==> src/include/dsc_pkg.sv <==
// constants, types and register map for the dual stage cooler sequencer
`default_nettype none
package dsc_pkg;
    // time base
    localparam int CLK_HZ       = 20_000_000;
    localparam int MIN_S        = 60;                  // minute tick, seconds
    localparam int MIN_CYCLES   = MIN_S * CLK_HZ;      // cycles per minute
    localparam int BLINK_MS     = 500;                 // half period of blink
    localparam int BLINK_CYCLES = BLINK_MS * (CLK_HZ / 1000);
    localparam int CH2_EN_MIN   = 2 * 60;              // channel two start
    localparam int CYCLE_MIN    = 3 * 60;              // gas routing period
    localparam int PWR_LOSS_MIN = 30;                  // retained state limit
    localparam int PRE_W        = 31;
    localparam int MIN_W        = 16;

    // register byte addresses
    localparam logic [7:0] ADDR_CTRL   = 8'h00;
    localparam logic [7:0] ADDR_STATUS = 8'h04;
    localparam logic [7:0] ADDR_ISTAT  = 8'h08;
    localparam logic [7:0] ADDR_IMASK  = 8'h0C;
    localparam logic [7:0] ADDR_MINUTE = 8'h10;

    // control and status field positions
    localparam int CTRL_RESTART = 0;
    localparam int STS_STATE    = 0;   // 4 bits
    localparam int STS_ROUTE    = 4;
    localparam int STS_CH2_EN   = 5;
    localparam int STS_VALID    = 6;
    localparam int STS_SELECT   = 7;
    localparam int STS_MAINS    = 8;
    localparam int STS_ALARM    = 9;

    // interrupt bits
    localparam int IRQ_CH1_READY = 0;
    localparam int IRQ_CH2_START = 1;
    localparam int IRQ_CHANGE    = 2;
    localparam int IRQ_PWR_FAIL  = 3;
    localparam int IRQ_PWR_BACK  = 4;
    localparam int IRQ_W         = 5;

    typedef enum logic [3:0] {
        ST_PRECOOL = 4'h1,
        ST_COOL1   = 4'h2,
        ST_RUN     = 4'h4,
        ST_PWRFAIL = 4'h8
    } dsc_state_e;

    // temperature threshold inputs
    typedef struct packed {
        logic precool_ok;    // pre-cooling stage at +4 C
        logic ch1_sub_zero;
        logic ch1_sub_m25;
        logic ch2_sub_zero;
        logic ch2_sub_m25;
    } dsc_sense_s;

    // indicator outputs
    typedef struct packed {
        logic ch1_warm_led;
        logic ch2_warm_led;
        logic ch1_cooling_on_led;
        logic ch2_cooling_on_led;
        logic ch1_ready_led;
        logic ch2_ready_led;
        logic all_ok_led;
        logic timing_cycle_led;
        logic ch2_selected_led;
    } dsc_led_s;

    typedef struct packed {
        dsc_state_e       state;
        dsc_state_e       saved;
        logic             valid;
        logic             route_ch2;
        logic             ch2_en;
        logic [PRE_W-1:0] pre_cnt;
        logic [PRE_W-1:0] blink_cnt;
        logic             blink;
        logic [MIN_W-1:0] run_min;
        logic [MIN_W-1:0] out_min;
        logic [IRQ_W-1:0] istat;
        logic [IRQ_W-1:0] imask;
        dsc_led_s         leds;
        logic             alarm;
        logic             ch1_cool;
        logic             ch2_cool;
        logic [31:0]      prdata;
    } dsc_st_s;
endpackage : dsc_pkg
`default_nettype wire

==> src/verilog/dsc_sequencer.sv <==
// dual stage cooler sequencer with apb status and interrupt registers
//
// Decided for this implementation: the APB slave port and the placing of the registers.
`default_nettype none
module dsc_sequencer
    import dsc_pkg::*;
#(
    parameter int MIN_TICK_CYCLES = MIN_CYCLES,
    parameter int BLINK_TICKS     = BLINK_CYCLES,
    parameter int CH2_START_MIN   = CH2_EN_MIN,
    parameter int ROUTE_MIN       = CYCLE_MIN,
    parameter int LOSS_LIMIT_MIN  = PWR_LOSS_MIN
) (
    // clock and reset
    input  wire logic        clock,
    input  wire logic        rst,
    // apb slave
    input  wire logic        psel,
    input  wire logic        penable,
    input  wire logic        pwrite,
    input  wire logic [7:0]  paddr,
    input  wire logic [31:0] pwdata,
    output logic [31:0]      prdata,
    output logic             pready,
    output logic             pslverr,
    // plant sensing
    input  wire dsc_sense_s  sense,
    input  wire logic        mains_ok,
    input  wire logic        test_operation_selector,
    // plant control
    output dsc_led_s         leds,
    output logic             alarm_contact,
    output logic             ch1_cool_en,
    output logic             ch2_cool_en,
    output logic             gas_route_ch2,
    output logic             irq
);

    dsc_st_s q;
    dsc_st_s d;

    logic             setup;
    logic             wr;
    logic             mapped;
    logic             min_tick;
    logic [IRQ_W-1:0] ev;
    logic [IRQ_W-1:0] clr;
    logic [31:0]      rd;

    // bus phase decode
    assign setup = psel && !penable;
    assign wr    = psel && penable && pwrite;
    assign mapped = (paddr == ADDR_CTRL) || (paddr == ADDR_STATUS) ||
                    (paddr == ADDR_ISTAT) || (paddr == ADDR_IMASK) ||
                    (paddr == ADDR_MINUTE);

    // zero-wait slave: read data is captured in setup, error on unmapped
    assign pready  = 1'b1;
    assign pslverr = psel && penable && !mapped;

    always_comb begin
        d        = q;
        ev       = '0;
        clr      = '0;
        rd       = '0;
        min_tick = 1'b0;

        // free-running minute tick, drives every hour-scale count
        if (q.pre_cnt == PRE_W'(MIN_TICK_CYCLES - 1)) begin
            d.pre_cnt = '0;
            min_tick  = 1'b1;
        end else begin
            d.pre_cnt = q.pre_cnt + PRE_W'(1);
        end

        // blink enable for the timing indicator
        if (q.blink_cnt == PRE_W'(BLINK_TICKS - 1)) begin
            d.blink_cnt = '0;
            d.blink     = !q.blink;
        end else begin
            d.blink_cnt = q.blink_cnt + PRE_W'(1);
        end

        // sequence; mains loss overrides every state
        case (q.state)
            ST_PRECOOL: begin
                if (!mains_ok) begin
                    d.saved = q.state;
                    d.state = ST_PWRFAIL;
                    ev[IRQ_PWR_FAIL] = 1'b1;
                end else if (sense.precool_ok) begin
                    d.state = ST_COOL1;
                end
            end
            ST_COOL1: begin
                if (!mains_ok) begin
                    d.saved = q.state;
                    d.state = ST_PWRFAIL;
                    ev[IRQ_PWR_FAIL] = 1'b1;
                end else if (sense.ch1_sub_m25) begin
                    // cycle time counts from channel one ready
                    d.state   = ST_RUN;
                    d.run_min = '0;
                    ev[IRQ_CH1_READY] = 1'b1;
                end
            end
            ST_RUN: begin
                if (!mains_ok) begin
                    d.saved = q.state;
                    d.state = ST_PWRFAIL;
                    ev[IRQ_PWR_FAIL] = 1'b1;
                end else if (min_tick) begin
                    d.run_min = q.run_min + MIN_W'(1);
                    if (!q.ch2_en && d.run_min == MIN_W'(CH2_START_MIN)) begin
                        d.ch2_en = 1'b1;
                        ev[IRQ_CH2_START] = 1'b1;
                    end
                    // changeover every routing period, first one at 3 h
                    if (d.run_min == MIN_W'(ROUTE_MIN)) begin
                        d.route_ch2 = !q.route_ch2;
                        d.run_min   = '0;
                        ev[IRQ_CHANGE] = 1'b1;
                    end
                end
            end
            ST_PWRFAIL: begin
                // the run minute count and routing are held untouched meanwhile
                if (mains_ok) begin
                    ev[IRQ_PWR_BACK] = 1'b1;
                    d.out_min = '0;
                    if (q.valid) begin
                        d.state = q.saved;
                    end else begin
                        // stale state: behave as a new power-up
                        d.state     = ST_PRECOOL;
                        d.valid     = 1'b1;
                        d.route_ch2 = 1'b0;
                        d.ch2_en    = 1'b0;
                        d.run_min   = '0;
                    end
                end else if (min_tick && q.valid) begin
                    d.out_min = q.out_min + MIN_W'(1);
                    if (d.out_min >= MIN_W'(LOSS_LIMIT_MIN)) begin
                        d.valid = 1'b0;
                    end
                end
            end
            default: begin
                d.state = ST_PRECOOL;
            end
        endcase

        // software restart forces a fresh start-up; ignored without mains so the panel stays dark
        if (wr && paddr == ADDR_CTRL && pwdata[CTRL_RESTART] && mains_ok) begin
            d.state     = ST_PRECOOL;
            d.valid     = 1'b1;
            d.route_ch2 = 1'b0;
            d.ch2_en    = 1'b0;
            d.run_min   = '0;
            d.out_min   = '0;
        end

        // interrupt mask and write-one-to-clear status
        if (wr && paddr == ADDR_IMASK) begin
            d.imask = pwdata[IRQ_W-1:0];
        end
        if (wr && paddr == ADDR_ISTAT) begin
            clr = pwdata[IRQ_W-1:0];
        end
        // a new event beats a clear in the same cycle
        d.istat = (q.istat & ~clr) | ev;

        // indicators follow live thresholds while powered
        d.leds = '0;
        if (q.state != ST_PWRFAIL) begin
            d.leds.ch1_warm_led       = !sense.ch1_sub_zero;
            d.leds.ch2_warm_led       = !sense.ch2_sub_zero;
            d.leds.ch1_cooling_on_led = !q.route_ch2;
            d.leds.ch2_cooling_on_led = q.ch2_en;
            d.leds.ch2_selected_led   = q.route_ch2;
            d.leds.ch2_ready_led      = q.ch2_en && sense.ch2_sub_m25;
            if (q.state == ST_RUN) begin
                d.leds.ch1_ready_led    = sense.ch1_sub_m25;
                d.leds.all_ok_led       = 1'b1;
                d.leds.timing_cycle_led = q.blink;
            end
        end

        // alarm released only in the ready sequence; gas flows only then
        d.alarm    = (q.state != ST_RUN);
        d.ch1_cool = (q.state == ST_COOL1) || (q.state == ST_RUN);
        d.ch2_cool = q.ch2_en && (q.state == ST_RUN);

        // read data captured in the setup cycle
        if (paddr == ADDR_CTRL) begin
            rd = '0;
        end else if (paddr == ADDR_STATUS) begin
            rd[STS_STATE +: 4] = q.state;
            rd[STS_ROUTE]      = q.route_ch2;
            rd[STS_CH2_EN]     = q.ch2_en;
            rd[STS_VALID]      = q.valid;
            rd[STS_SELECT]     = test_operation_selector;
            rd[STS_MAINS]      = mains_ok;
            rd[STS_ALARM]      = q.alarm;
        end else if (paddr == ADDR_ISTAT) begin
            rd[IRQ_W-1:0] = q.istat;
        end else if (paddr == ADDR_IMASK) begin
            rd[IRQ_W-1:0] = q.imask;
        end else if (paddr == ADDR_MINUTE) begin
            rd[MIN_W-1:0] = q.run_min;
        end else begin
            rd = '0;
        end
        if (setup && !pwrite) begin
            d.prdata = rd;
        end
    end

    // single state register
    always_ff @(posedge clock) begin
        if (rst) begin
            q           <= '0;
            q.state     <= ST_PRECOOL;
            q.saved     <= ST_PRECOOL;
            q.valid     <= 1'b1;
            q.alarm     <= 1'b1;
        end else begin
            q <= d;
        end
    end

    // outputs
    assign prdata        = q.prdata;
    assign leds          = q.leds;
    assign alarm_contact = q.alarm;
    assign ch1_cool_en   = q.ch1_cool;
    assign ch2_cool_en   = q.ch2_cool;
    assign gas_route_ch2 = q.route_ch2;
    assign irq           = |(q.istat & q.imask);

endmodule : dsc_sequencer
`default_nettype wire

==> config.mk <==
export PLATFORM = sky130hd
export DESIGN_NAME = dsc_sequencer
export DESIGN_NICKNAME = d
export VERILOG_FILES = /design/src/include/dsc_pkg.sv /design/src/verilog/dsc_sequencer.sv
export SDC_FILE = /design/constraint.sdc
export NUM_CORES = 1
export LEC_CHECK = 0
export ABC_AREA = 1
export BUFFER_PORTS_ARGS = -buffer_cell sky130_fd_sc_hd__clkbuf_2
export CAP_MARGIN = 15
export CORE_ASPECT_RATIO = 2
export CORE_MARGIN = 3
export CORE_UTILIZATION = 65
export CTS_BUF_LIST = sky130_fd_sc_hd__clkbuf_8
export CTS_CLUSTER_DIAMETER = 100
export DETAILED_ROUTE_END_ITERATION = 16
export MAX_ROUTING_LAYER = met4
export PLACE_DENSITY = 0.87
export SETUP_SLACK_MARGIN = 0.5
export SLEW_MARGIN = 20
export SYNTH_ARGS = -nofsm -noshare
export SYNTH_HDL_FRONTEND = slang
export SYNTH_SLANG_ARGS = --single-unit
==> constraint.sdc <==
create_clock -name clock -period 3.5 [get_ports clock]
set_clock_uncertainty 0.05 [all_clocks]
set_input_delay 0.525 -clock clock [delete_from_list [all_inputs] [get_ports clock]]
set_output_delay 0.525 -clock clock [all_outputs]
set_load 0.1 [all_outputs]
==> results by group <==
Status
  • Run status: finished, final reports clean

Critical path
  • Largest fanout on the critical path: 25
  • Worst endpoint required time: 3800 ps
  • Type of element launching the critical path: register
  • Critical register-to-register path startpoint: q[87]
  • R2R Path End: q[91]
  • FF-to-FF path depth: 9
  • Destination of the critical timing path: q[91]
  • Minimum setup slack among reg-to-reg paths: 990 ps
  • Start point of the critical path: q[87]
  • Crit end category: register
  • Setup CP Type: reg -> reg
  • Arrival time reported for the critical path endpoint: 2810 ps

STA
  • Final count of negative-setup-slack endpoints: 0
  • Share of the clock period used by the worst path: 71.6%
  • Final max-slew violation count: 0
  • Setup repair after global routing missed its margin: false
  • Slew at the pin with the worst max-slew slack: roughly 850 ps
  • Post-route setup TNS: 0 ps
  • Final Hold Slack: 154 ps
  • Max-slew headroom: 43.3%
  • Highest achievable clock rate: 0.399 GHz
  • Least setup slack across all paths after layout: 994 ps
  • Hold Violations, Final: 0
  • Time the worst path needs with I/O delays and setup: 2510 ps

Floorplan
  • Effective utilization at floorplan: 67.0%
  • Count of pins on the block boundary: 100
  • Height of the die: between 150 and 200 µm
  • Die outline area: 13700 µm²
  • Core outline area: 11800 µm²
  • Num rows: 56
  • Chip Width: roughly 84 µm

Global route
  • Via count of the first global-routing pass: 7573
  • All-layer global routing usage: a little under a third
  • Overall overflow remaining after global route: 0
  • Number of antenna violations at the first check in global routing: 0
  • Wire length of the first global-routing pass: about 33 mm
  • Largest net degree at the start of global routing: 32

Routing
  • Total wire length after detailed routing: 20.3 mm
  • Mean routed wirelength per cell: 14.8 µm
  • DRT antenna net count: 0
  • Detailed-route vias per instance: 5.64
  • Number of design-rule violations left by the first detailed-router iteration: ~560
  • Overall via count from detail_route: between 7000 and 8000
  • Residual DRC count: 0
  • TritonRoute pass-1 iters: 7

Pwr
  • Leakage power summed over all cells: 3.21 nW
  • Peak VDD IR: between 0.4 and 0.5 mV
  • Power density of the placed cells: 391 nW/µm²

CTS
  • Maximum clock insertion buffer count: 2
  • Number of hold buffers added after CTS: 0
  • Latest clock arrival within the worst-skew pair: about 460 ps
  • Setup Buffers After CTS: 0
  • Maximum level of the CTS H-tree: 4
  • Count of instances resized after the clock tree is built: 0
  • CTS tree: built
  • Clock slew at reported path FFs: ~90 ps
  • # clock sinks: 144
  • CTS root buffer: sky130_fd_sc_hd__clkbuf_8
  • TritonCTS Buffers: 17

Yosys
  • Share of synthesized area occupied by flip-flops and latches: 36.3%
  • Proportion of synthesized flip-flops having asynchronous set or reset: 0%
  • Total of flip-flops plus latches after synthesis: 144
  • Warnings from Yosys: 0
  • Distinct cells, synth: 47
  • Mapped cell area: 7940 µm²
  • Cell count after synthesis: 1182
  • Avg Synthesized Cell Area: 6.72 µm²
  • Primary flip-flop cell chosen by synthesis mapping: sky130_fd_sc_hd__dfxtp_1
  • Number of enable flip-flop cells after synthesis: 0

Placed design
  • Final HPWL DP: between 15 and 20 mm
  • Number of I/O port buffers: 55
  • Worst setup slack after placement: 1030 ps
  • Final estimated routing congestion in global placement: 0.944

Worst hold path
  • Worst hold stages: 2
  • Worst hold path type: in -> reg

Job
  • Total of max-cap violations: 0

Finish
  • Diodes inserted: 0
  • Final nets: 1270
  • Layout-stage area growth over the synthesis result: 6.57%
  • Share of post-route cells with drive strength above 1: 13.1%
metrics by stage:
stage	power [mW]	instances	instance area [µm²]	utilization [%]
after floorplan	2.00	1197	8000	-
after global placement	2.04	1338	8070	68.2
after detailed placement	2.05	1338	8070	68.2
after CTS	3.32	1370	8460	71.4
after global routing	3.41	1370	8460	71.4
final	3.31	1370	8460	71.4
per-layer routing:
metal | vias to the layer above | global-route usage [%] | share of wire [%]
li1 | 3825 | - | -
met1 | 3515 | 25.8 | 33
met2 | 275 | 59.3 | 56
met3 | 110 | 6.45 | 4.7
met4 | 0 | 20.7 | 6.5
met5 | - | - | 0
where the power goes:
| group | leakage, nW | switching, mW | internal [mW] | total, mW |
|---|---|---|---|---|
| combinational | 1.87 | 0.260 | 0.0643 | 0.325 |
| sequential | 1.16 | 0.0218 | 1.67 | 1.69 |
| clock | 0.178 | 0.688 | 0.607 | 1.29 |
cell type report:
type / count / area, µm²
multi-input combinational: 840 / 4130
sequential: 144 / 2880
clock buffer: 19 / 262
clock inverter: 13 / 128
timing repair buffer: 61 / 320
fill: 1056 / 3380
tap: 145 / 181
inverter: 148 / 556
how the worst min path moves through the flow:
stage	start	end
after floorplan	q[87]	q[87]
after global placement	q[87]	q[87]
after detailed placement	q[155]	q[155]
after CTS	sense[1]	leds[7]
after global routing	sense[1]	leds[7]
final	sense[1]	leds[7]
cells in the final DEF (no fill, tap or decap), types with 9 or more instances in the layout:
cell type                  count
sky130_fd_sc_hd__nor2_2       13
sky130_fd_sc_hd__nand2_1     278
sky130_fd_sc_hd__dfxtp_1     144
sky130_fd_sc_hd__xor2_1       19
sky130_fd_sc_hd__o21ai_0      28
sky130_fd_sc_hd__nand2_2      13
sky130_fd_sc_hd__nor3_1       34
sky130_fd_sc_hd__clkbuf_8     19
sky130_fd_sc_hd__nand3_1      65
sky130_fd_sc_hd__nor2_1      143
sky130_fd_sc_hd__a21oi_1      91
sky130_fd_sc_hd__inv_1       143
sky130_fd_sc_hd__nand4_1      38
sky130_fd_sc_hd__conb_1       17
sky130_fd_sc_hd__clkbuf_2     55
sky130_fd_sc_hd__nor3b_1      11
sky130_fd_sc_hd__nor4_1       12
sky130_fd_sc_hd__or2_2        17
sky130_fd_sc_hd__o211ai_1      9
critical path: stages (launching register included):
cell and delay (ps):
sky130_fd_sc_hd__dfxtp_1 360, sky130_fd_sc_hd__ha_1 170, sky130_fd_sc_hd__nand2_1 80, sky130_fd_sc_hd__nor2_1 180, sky130_fd_sc_hd__nand2_1 130, sky130_fd_sc_hd__nor4_1 260
sky130_fd_sc_hd__nand3_1 170, sky130_fd_sc_hd__nand2_1 680, sky130_fd_sc_hd__buf_4 280, sky130_fd_sc_hd__nor2_1 50
synth_stat cells (2+ instances only):
library cell | number | share of area [%]
sky130_fd_sc_hd__o21a_1 | 2 | 0.19
sky130_fd_sc_hd__nor2_2 | 13 | 1.0
sky130_fd_sc_hd__buf_2 | 10 | 0.63
sky130_fd_sc_hd__nand3_1 | 65 | 4.1
sky130_fd_sc_hd__nor2_4 | 5 | 0.71
sky130_fd_sc_hd__o21ai_0 | 28 | 1.8
sky130_fd_sc_hd__nand3b_1 | 5 | 0.47
sky130_fd_sc_hd__buf_6 | 2 | 0.28
sky130_fd_sc_hd__nor4_1 | 12 | 0.95
sky130_fd_sc_hd__nor4_2 | 2 | 0.32
sky130_fd_sc_hd__nor2_1 | 143 | 6.8
sky130_fd_sc_hd__nor3b_1 | 11 | 1.0
sky130_fd_sc_hd__nor3_1 | 35 | 2.2
sky130_fd_sc_hd__o21bai_1 | 2 | 0.19
sky130_fd_sc_hd__ha_1 | 6 | 0.95
sky130_fd_sc_hd__nor3_2 | 2 | 0.25
sky130_fd_sc_hd__o21ai_2 | 2 | 0.22
sky130_fd_sc_hd__o211ai_1 | 9 | 0.85
sky130_fd_sc_hd__o31ai_1 | 2 | 0.19
sky130_fd_sc_hd__inv_2 | 4 | 0.19
sky130_fd_sc_hd__a21oi_1 | 91 | 5.7
sky130_fd_sc_hd__or2_2 | 17 | 1.3
sky130_fd_sc_hd__clkbuf_1 | 10 | 0.47
sky130_fd_sc_hd__nand2_2 | 13 | 1.0
sky130_fd_sc_hd__nand4_1 | 38 | 3.0
sky130_fd_sc_hd__inv_1 | 143 | 6.8
sky130_fd_sc_hd__buf_4 | 42 | 4.0
sky130_fd_sc_hd__xnor2_1 | 6 | 0.66
sky130_fd_sc_hd__xor2_1 | 19 | 2.1
sky130_fd_sc_hd__conb_1 | 2 | 0.095
sky130_fd_sc_hd__o21ai_1 | 2 | 0.13
sky130_fd_sc_hd__nand2_1 | 278 | 13
sky130_fd_sc_hd__nand3_2 | 4 | 0.50
sky130_fd_sc_hd__dfxtp_1 | 144 | 36
sequential cells by signal, indices dropped and copies added (netlist names):
name	cells
q	115
prdata	16
leds	9
alarm_contact	1
ch1_cool_en	1
ch2_cool_en	1
gas_route_ch2	1
cells by family (layout without fill, tap and decap cells):
kind of cell / after synthesis / after routing / synth area share [%]
flops: 144 / 144 / 36.3
simple gates: 647 / 647 / 37.4
buf+inv: 213 / 241 / 12.4
compound gates: 144 / 144 / 9.87
xor+xnor: 26 / 26 / 2.96
fa+ha+maj: 6 / 6 / 0.946
other cells: 2 / 17 / 0.0946
(Power assumes the default switching activity.)
